===== src/logic/pwu_pkg.sv =====
// Package of the periodic wake-up and reset timer: register map,
// field positions, reset values, timing counts and carrier types.
// Assumes a single 10 MHz bus clock and an APB register port.
package pwu_pkg;

  // Register indices; byte address is four times the index
  localparam logic [5:0] PWU_IDX_FLAGS = 6'h1B;
  localparam logic [5:0] PWU_IDX_DIV = 6'h1C;
  localparam logic [5:0] PWU_IDX_WUT = 6'h1D;
  localparam logic [5:0] PWU_IDX_RESET_COUNT_SETTING = 6'h1E;
  localparam logic [5:0] PWU_IDX_CSTAT = 6'h1F;
  localparam logic [5:0] PWU_IDX_MASK = 6'h20;

  // Fields of the flag register and of the mask register
  localparam int PWU_BIT_WUF = 7;
  localparam int PWU_BIT_WUF_ACK = 6;
  localparam int PWU_BIT_PRF = 4;
  localparam int PWU_BIT_PRF_ACK = 3;

  // Reset values and the forced divider value
  localparam logic [7:0] PWU_DIV_RST = 8'h1F;
  localparam logic [7:0] PWU_WUT_RST = 8'hFF;
  localparam logic [7:0] PWU_RESET_COUNT_SETTING_RST = 8'hFF;
  localparam logic [7:0] PWU_DIV_FORCED = 8'hFF;
  localparam logic [7:0] PWU_MASK_RST = 8'h00;

  // Wake-up clock period: base plus step times the divider setting
  localparam logic [12:0] PWU_WCLK_BASE = 13'h01F8;
  localparam logic [12:0] PWU_WCLK_STEP = 13'h0010;

  // Timing: bus clock and nominal low-frequency oscillator rates
  localparam int PWU_CLK_HZ = 10_000_000;
  localparam int PWU_LFO_HZ = 1_000;
  localparam int PWU_LFO_CYCLES = PWU_CLK_HZ / PWU_LFO_HZ;

  typedef struct packed {
    logic [7:0] divider_setting;
    logic [7:0] wakeup_count_setting;
    logic [7:0] reset_count_setting;
  } pwu_cfg_t;

  typedef struct packed {
    logic wakeup_flag;
    logic periodic_reset_flag;
  } pwu_flags_t;

endpackage


===== src/logic/pwu_wclk_div.sv =====
// Wake-up clock divider: turns oscillator tick enables into one
// wake-up clock enable pulse every 504 + 16 * divider ticks.
// Assumes lfo_tick is a one-cycle enable in the pclk domain.
`timescale 1ns/10ps
`default_nettype none
module pwu_wclk_div
  import pwu_pkg::*;
(
  input wire logic pclk,
  input wire logic presetn,
  input wire logic lfo_tick,
  input wire logic [7:0] divider_setting,
  input wire logic restart,
  output logic wclk_tick
);

  logic [12:0] cnt_q;
  logic [12:0] period;
  logic last;

  // 504 + 16 * setting, at most 4584, fits 13 bits
  assign period = PWU_WCLK_BASE + (PWU_WCLK_STEP * {5'h00, divider_setting});
  assign last = (cnt_q + 13'h0001) >= period;

  always_ff @(posedge pclk or negedge presetn) begin
    if (!presetn) begin
      cnt_q <= 13'h0000;
    end else if (restart) begin
      cnt_q <= 13'h0000;
    end else if (lfo_tick) begin
      cnt_q <= last ? 13'h0000 : cnt_q + 13'h0001;
    end
  end

  always_ff @(posedge pclk or negedge presetn) begin
    if (!presetn) begin
      wclk_tick <= 1'b0;
    end else begin
      wclk_tick <= lfo_tick & last & !restart;
    end
  end

endmodule // pwu_wclk_div
`default_nettype wire


===== src/logic/pwu_timer.sv =====
// Periodic wake-up and reset timer with an APB register port.
// Assumes one 10 MHz clock; the oscillator rate is made by a divider
// enable, and all bus inputs are synchronous to pclk.
//
// Added by the designer: the APB register port.
`timescale 1ns/10ps
`default_nettype none

// Operation
// - Wake-up clock is the oscillator divided by an 8-bit setting, 00 to FF.
// - Wake-up clock period is 504 plus 16 times setting oscillator cycles.
// - Divider setting reads back the value last written, or FF once forced.
// - Divider setting resets to 1F, one second at 1 kHz.
// - Wake-up interrupt after wake-up count setting wake-up clocks elapse.
// - Changing wake-up count restarts its timeout; same value leaves it.
// - Accepted zero wake-up count disables interrupt, forces divider to FF.
// - Zero wake-up count write ignored while reset count is zero.
// - Wake-up count presets to FF on every reset, own reset too.
// - Periodic reset after reset count setting wake-up timeouts.
// - Changing reset count restarts its timeout; same value leaves it.
// - Zero reset count disables periodic reset if wake-up count nonzero.
// - Zero reset count write rejected while wake-up count is zero.
// - Reset count presets to FF on every reset, own reset too.
// - Wake-up flag set on interrupt, cleared by ack, kept on own reset.
// - Reset flag set on periodic reset, cleared by ack, survives it.
// - Oscillator and timer always run; no software can stop them.
module pwu_timer
  import pwu_pkg::*;
#(
  parameter int LFO_CYCLES = pwu_pkg::PWU_LFO_CYCLES
) (
  input wire logic pclk,
  input wire logic presetn,
  input wire logic psel,
  input wire logic penable,
  input wire logic pwrite,
  input wire logic [11:0] paddr,
  input wire logic [31:0] pwdata,
  output logic [31:0] prdata,
  output logic pready,
  output logic pslverr,
  output logic wakeup_irq,
  output logic irq,
  output logic periodic_reset
);

  import pwu_pkg::*;

  pwu_cfg_t cfg_q;
  pwu_flags_t flags_q;
  pwu_flags_t mask_q;
  logic [13:0] lfo_cnt_q;
  logic lfo_tick_q;
  logic wclk_tick;
  logic [7:0] wk_cnt_q;
  logic [7:0] rs_cnt_q;
  logic [31:0] prdata_q;
  logic pslverr_q;
  logic periodic_reset_q;
  logic wake_timeout;
  logic wake_evt;
  logic reset_count_setting_evt;
  logic wr;
  logic rd_setup;
  logic [5:0] idx;
  logic [7:0] wdat;
  logic wr_div;
  logic wr_wut;
  logic wr_reset_count_setting;
  logic wut_accept;
  logic reset_count_setting_accept;
  logic wut_change;
  logic reset_count_setting_change;
  logic div_restart;

  // Register index from a byte address; 6'h3F marks a misaligned one or one above 8'hFF
  function automatic logic [5:0] reg_index(input logic [11:0] a);
    if (a[1:0] != 2'b00 || a[11:8] != 4'h0) begin
      return 6'h3F;
    end
    return a[7:2];
  endfunction

  function automatic logic is_mapped(input logic [5:0] i);
    return (i >= PWU_IDX_FLAGS) && (i <= PWU_IDX_MASK);
  endfunction

  assign idx = reg_index(paddr);
  assign wdat = pwdata[7:0];
  assign wr = psel & penable & pwrite & is_mapped(idx);
  assign rd_setup = psel & !penable;
  assign wr_div = wr && idx == PWU_IDX_DIV;
  assign wr_wut = wr && idx == PWU_IDX_WUT;
  assign wr_reset_count_setting = wr && idx == PWU_IDX_RESET_COUNT_SETTING;

  // Interlock: never let both counts become zero
  assign wut_accept = wr_wut &&
    !(wdat == 8'h00 && cfg_q.reset_count_setting == 8'h00);
  assign reset_count_setting_accept = wr_reset_count_setting &&
    !(wdat == 8'h00 && cfg_q.wakeup_count_setting == 8'h00);
  assign wut_change = wut_accept && wdat != cfg_q.wakeup_count_setting;
  assign reset_count_setting_change = reset_count_setting_accept && wdat != cfg_q.reset_count_setting;

  // Oscillator tick enable; free running with no way to stop it
  always_ff @(posedge pclk or negedge presetn) begin
    if (!presetn) begin
      lfo_cnt_q <= 14'h0000;
      lfo_tick_q <= 1'b0;
    end else if (lfo_cnt_q >= 14'(LFO_CYCLES - 1)) begin
      lfo_cnt_q <= 14'h0000;
      lfo_tick_q <= 1'b1;
    end else begin
      lfo_cnt_q <= lfo_cnt_q + 14'h0001;
      lfo_tick_q <= 1'b0;
    end
  end

  // Restart the wake-up clock when its own timer restarts
  assign div_restart = reset_count_setting_evt | wut_change;

  pwu_wclk_div u_wclk_div (
    .pclk(pclk),
    .presetn(presetn),
    .lfo_tick(lfo_tick_q),
    .divider_setting(cfg_q.divider_setting),
    .restart(div_restart),
    .wclk_tick(wclk_tick)
  );

  // Wake-up timeout; a zero count runs 256 clocks with no interrupt
  assign wake_timeout = wclk_tick && !wut_change &&
    ({1'b0, wk_cnt_q} + 9'h001) ==
    ((cfg_q.wakeup_count_setting == 8'h00) ? 9'h100
      : {1'b0, cfg_q.wakeup_count_setting});
  assign wake_evt = wake_timeout &&
    cfg_q.wakeup_count_setting != 8'h00;
  assign reset_count_setting_evt = wake_timeout && !reset_count_setting_change &&
    cfg_q.reset_count_setting != 8'h00 &&
    (rs_cnt_q + 8'h01) == cfg_q.reset_count_setting;

  always_ff @(posedge pclk or negedge presetn) begin
    if (!presetn) begin
      wk_cnt_q <= 8'h00;
    end else if (reset_count_setting_evt || wut_change || wake_timeout) begin
      wk_cnt_q <= 8'h00;
    end else if (wclk_tick) begin
      wk_cnt_q <= wk_cnt_q + 8'h01;
    end
  end

  always_ff @(posedge pclk or negedge presetn) begin
    if (!presetn) begin
      rs_cnt_q <= 8'h00;
    end else if (reset_count_setting_evt || reset_count_setting_change) begin
      rs_cnt_q <= 8'h00;
    end else if (wake_timeout) begin
      rs_cnt_q <= rs_cnt_q + 8'h01;
    end
  end

  // Settings are whole-byte registers in the one clock domain
  always_ff @(posedge pclk or negedge presetn) begin
    if (!presetn) begin
      cfg_q.divider_setting <= PWU_DIV_RST;
    end else if (wut_accept && wdat == 8'h00) begin
      cfg_q.divider_setting <= PWU_DIV_FORCED;
    end else if (wr_div) begin
      cfg_q.divider_setting <= wdat;
    end
  end

  always_ff @(posedge pclk or negedge presetn) begin
    if (!presetn) begin
      cfg_q.wakeup_count_setting <= PWU_WUT_RST;
    end else if (reset_count_setting_evt) begin
      cfg_q.wakeup_count_setting <= PWU_WUT_RST;
    end else if (wut_accept) begin
      cfg_q.wakeup_count_setting <= wdat;
    end
  end

  always_ff @(posedge pclk or negedge presetn) begin
    if (!presetn) begin
      cfg_q.reset_count_setting <= PWU_RESET_COUNT_SETTING_RST;
    end else if (reset_count_setting_evt) begin
      cfg_q.reset_count_setting <= PWU_RESET_COUNT_SETTING_RST;
    end else if (reset_count_setting_accept) begin
      cfg_q.reset_count_setting <= wdat;
    end
  end

  // Sticky flags: an event wins over an acknowledge in the same cycle
  always_ff @(posedge pclk or negedge presetn) begin
    if (!presetn) begin
      flags_q <= '0;
    end else begin
      if (wake_evt) begin
        flags_q.wakeup_flag <= 1'b1;
      end else if (wr && idx == PWU_IDX_FLAGS && wdat[PWU_BIT_WUF_ACK]) begin
        flags_q.wakeup_flag <= 1'b0;
      end
      if (reset_count_setting_evt) begin
        flags_q.periodic_reset_flag <= 1'b1;
      end else if (wr && idx == PWU_IDX_FLAGS && wdat[PWU_BIT_PRF_ACK]) begin
        flags_q.periodic_reset_flag <= 1'b0;
      end
    end
  end

  always_ff @(posedge pclk or negedge presetn) begin
    if (!presetn) begin
      mask_q <= '0;
    end else if (wr && idx == PWU_IDX_MASK) begin
      mask_q.wakeup_flag <= wdat[PWU_BIT_WUF];
      mask_q.periodic_reset_flag <= wdat[PWU_BIT_PRF];
    end
  end

  always_ff @(posedge pclk or negedge presetn) begin
    if (!presetn) begin
      periodic_reset_q <= 1'b0;
    end else begin
      periodic_reset_q <= reset_count_setting_evt;
    end
  end

  // Read data captured in the setup phase, held through access
  always_ff @(posedge pclk or negedge presetn) begin
    if (!presetn) begin
      prdata_q <= 32'h0000_0000;
      pslverr_q <= 1'b0;
    end else if (rd_setup) begin
      pslverr_q <= !is_mapped(idx);
      prdata_q <= 32'h0000_0000;
      if (!pwrite) begin
        unique case (idx)
          PWU_IDX_FLAGS: begin
            prdata_q[PWU_BIT_WUF] <= flags_q.wakeup_flag;
            prdata_q[PWU_BIT_PRF] <= flags_q.periodic_reset_flag;
          end
          PWU_IDX_DIV: prdata_q[7:0] <= cfg_q.divider_setting;
          PWU_IDX_WUT: prdata_q[7:0] <= cfg_q.wakeup_count_setting;
          PWU_IDX_RESET_COUNT_SETTING: prdata_q[7:0] <= cfg_q.reset_count_setting;
          PWU_IDX_CSTAT: prdata_q[7:0] <= wk_cnt_q;
          PWU_IDX_MASK: begin
            prdata_q[PWU_BIT_WUF] <= mask_q.wakeup_flag;
            prdata_q[PWU_BIT_PRF] <= mask_q.periodic_reset_flag;
          end
          default: prdata_q <= 32'h0000_0000;
        endcase
      end
    end
  end

  assign prdata = prdata_q;
  assign pready = 1'b1;
  assign pslverr = psel & penable & pslverr_q;
  assign wakeup_irq = flags_q.wakeup_flag;
  assign irq = |(flags_q & mask_q);
  assign periodic_reset = periodic_reset_q;

endmodule // pwu_timer
`default_nettype wire


===== config.mk =====
export PLATFORM = sky130hd
export DESIGN_NAME = pwu_timer
export DESIGN_NICKNAME = d
export VERILOG_FILES = /design/src/logic/pwu_pkg.sv /design/src/logic/pwu_wclk_div.sv /design/src/logic/pwu_timer.sv
export SDC_FILE = /design/constraint.sdc
export NUM_CORES = 1
export LEC_CHECK = 0
export ABC_AREA = 1
export CAP_MARGIN = 0
export CORE_MARGIN = 2
export CORE_UTILIZATION = 55
export DETAILED_ROUTE_END_ITERATION = 7
export DONT_BUFFER_PORTS = 1
export PLACE_DENSITY = 0.7
export SETUP_SLACK_MARGIN = 0.3
export SLEW_MARGIN = 20
export SYNTH_ARGS = -nofsm -noshare
export SYNTH_HDL_FRONTEND = slang
export SYNTH_HIERARCHICAL = 1
export SYNTH_SLANG_ARGS = --single-unit

===== constraint.sdc =====
create_clock -name pclk -period 3.47 [get_ports pclk]
set_input_delay 0.1735 -clock pclk [delete_from_list [all_inputs] [get_ports pclk]]
set_output_delay 0.1735 -clock pclk [all_outputs]
set_load 0.02 [all_outputs]

==> summary.md <==
| Metric | Value |
|---|---|
| Status | finished, final reports clean |
| DRC | 0 |
| # Post-CTS Setup Buffers | 0 |
| Gr ovfl total | 0 |
| TritonCTS buffer count | 9 |
| Post-Synth XOR/XNOR Area | 4.96% |
| Top post-synthesis cells by area | dfrtp_1, nand2_1, dfstp_2 |
| Routability cong. | between 0.8 and 0.9 |
| Maxcap violations | 0 |
| Grt peak-use layer | met2 |
| RSZ-0062 raised after global routing | no |
| Crit-path max FO | 12 |
| Most frequent cells in the layout | nand2_1, inv_1, nand3_1 |
| Via count | ~5100 |
| Rel. slew slack | 41.7% |
| HP Start | pwdata[1] |
| Routed Antenna Nets | 0 |
| Vias in the first global route | a little under 5000 |
| Met3 Use GR | under 10% |
| DIE HEIGHT | roughly 110 um |
| N_diodes | 0 |
| I/O Pins | between 80 and 90 |
| Count of cell types in the netlist | between 40 and 50 |
| Clock root cell | clkbuf_8 |
| F_max | 346 MHz |
| Leakage | between 2 and 3 nW |
| Commonest non-fill, non-tap cell in the layout | nand2_1 |
| CP Cell Sequence | ha_1 > nand3_1 > nor2_1 > nand3_1 > nand3_1 > nand2_1 > nor2_1 > nand4_1 > a21oi_4 > nand2_4 > nand2_1 > nor2_1 > inv_1 > nor2_1 > o21bai_4 |
| Post-synthesis simple-gate area fraction | 32.0% |
| CTS clk-pin slew, worst paths | 0.09 ns |
| CP peak stage delay | between 0.4 and 0.5 ns |
| Initial antenna violation count | 0 |
| WP data arrival | between 3 and 4 ns |
| PwrDens | 282 nW/um^2 |
| H-Tree Depth | 3 |
| Routed wire per std cell | 14.4 um |
| Drt first pass iters | 5 |
| Met1 usage | 33.0% |
| R2R Path Start | wk_cnt_q[0] |
| Synthesized area | just under 6000 um^2 |
| Fin. max-slew vios | 0 |
| Startpoint Class | flop |
| Critical path origin | wk_cnt_q[0] |
| Placed cells | 913 |
| Final Hold Vio Count | 0 |
| EDFF count, synth | 0 |
| Clk Latency, worst-skew pair | between 0.3 and 0.4 ns |
| Adder-cell area share of the yosys netlist | 3.01% |
| Routed vias/inst | approximately 5.4 |
| Top cell type's share of synthesized area | between 20% and 30% |
| Initial Util | a little under three fifths |
| Area leader, netlist | dfrtp_1 |
| Clock Path Buffers | 2 |
| Core area | 10300 um^2 |
| Num rows | 37 |
| CTS Hold Bufs | 3 |
| Crit path time final | between 2 and 3 ns |
| Ys flop type | dfrtp_1 |
| Warnings from Yosys | 6 |
| # clock sinks | just over 80 |
| GR Util met2 | 40.5% |
| Routed wire length | between 10000 and 15000 um |
| Area Overhead vs Synth | 3.85% |
| Compound-Gate Fraction of Synth Area | between 10 and 15% |
| Largest net degree at the start of global routing | 84 |
| CP Capture Type | flop |
| Worst-Margin Slew | between 0.8 and 0.9 ns |
| Multiplexer share of the synthesized area | 0% |
| Worst path most repeated cell | nor2_1 |
| Period utilization | ~83% |
| Syn avg cell area | 7.39 um^2 |
| Final TNS setup | 0 ns |
| Share of cells above drive strength 1 | a little over 10% |
| FF+latch count, synth | 83 |
| Resized Gates After CTS | 0 |
| Worst path buffer plus inverter count | 1 |
| CTS tree | yes |
| Seq/Total Area, Yosys | 36.1% |
| Top delay family on crit path | simple AND/OR/NAND/NOR gates |
| Final setup fails | 0 |
| Port Buffers | 0 |
| Ys async rst share | 100% |
| Required @ worst endpoint | roughly 3.7 ns |
| HPWL after detailed placement | between 10000 and 15000 um |
| Non-filler cells, final | between 900 and 1000 |
| Final Skew | ~0.0065 ns |
| Min-Delay Path Class | in -> reg |
| First-pass GRT wire length | approximately 22000 um |
| Die area | 11400 um^2 |
| Slowest CP cell | dfrtp_1 |
| Final nets | 854 |
| Gr usage total | between 20% and 30% |
| Main combinational cell family by area after synthesis | simple AND/OR/NAND/NOR gates |
| Die Width | approximately 110 um |
| Crit Path Category | reg -> reg |
| Peak VDD IR | between 0.0002 and 0.00025 V |
| Synth Instances | roughly 800 |
| Number of DRC markers in iteration 0 | between 200 and 250 |
## metrics by stage
step / cell area, um^2 / util, % / hold WS (ns) / setup WS [ns] / total power [mW]
after floorplan: 5910 / - / -0.122 / 0.820 / 1.05
after global placement: 5820 / 56.3 / -0.120 / 0.726 / 1.04
after detailed placement: 5820 / 56.3 / -0.120 / 0.608 / 1.04
after CTS: 6050 / 58.6 / 0.0142 / 0.592 / 1.72
after global routing: 6050 / 58.6 / 0.0177 / 0.351 / 1.76
final: 6050 / 58.6 / 0.0291 / 0.583 / 1.71
## Yosys cell counts (2+ instances only)
cell type and number:
xor2_1 26, and2_1 3, xnor2_1 7, o21a_1 2, inv_1 112, buf_6 4, dfstp_2 21, and3_1 3
clkbuf_1 5, nor3_1 17, a21oi_1 14, buf_4 27, a21oi_4 2, a211oi_1 7, dfrtp_1 62, o211ai_1 8
ha_1 14, nor2_4 3, nand2_1 181, nand3_2 5, nand2_4 3, nor4_1 4, nand4_1 18, o21ai_0 29
o21bai_1 2, nand2_2 4, nor3b_1 6, nor2_1 66, nor2_2 6, o21ai_1 7, nand3_1 84, inv_2 4
clkinv_1 2, o21bai_2 7, o22ai_1 8, o31ai_1 2, conb_1 2, o21bai_4 3
## report_power, final
part	leakage, nW	internal (mW)	switching (mW)
clock network	0.0881	0.270	0.392
registers	1.06	0.968	0.0000602
logic	1.81	0.0136	0.0637
total	2.96	1.25	0.456
## flip-flops by register name, indices dropped and copies added (netlist names)
register	cells
flags_q	1
lfo_cnt_q	14
rs_cnt_q	8
wk_cnt_q	8
wakeup_irq	1
lfo_tick_q	1
prdata	8
mask_q	2
pslverr_q	1
u_wclk_div/cnt_q	13
periodic_reset	1
u_wclk_div/wclk_tick	1
cfg_q	24
## layout make-up
cell class	count	area (um^2)
fill	970	4280
multi-input combinational	572	3070
sequential	83	2100
inverter	118	443
tap	136	170
clock buffer	9	124
timing repair buffer	7	77.6
clock inverter	7	57.6
## cell families after synthesis
logic type | count (synthesis)
other cells | 2
simple gates | 406
flops | 83
buf+inv | 156
xor+xnor | 33
compound gates | 94
fa+ha+maj | 14
## path summary, 6_finish.rpt
path	to	slack [ns]	cells after the start
hold reg to reg	lfo_cnt_q[0]	0.47	1
setup / recovery	u_wclk_div/cnt_q[4]	0.58	15
max in group asynchronous	cfg_q[0]	2.70	2
min in group asynchronous	u_wclk_div/cnt_q[2]	0.36	2
hold / removal	cfg_q[17]	0.03	2
setup reg to reg	u_wclk_div/cnt_q[4]	0.58	15
## metal layers
layer  wire, um  vias up
met1       6130     2376
met3        757       12
met2       6410      145
li1           -     2517
met5          0        -
met4        153        0
(Power assumes the default switching activity.)
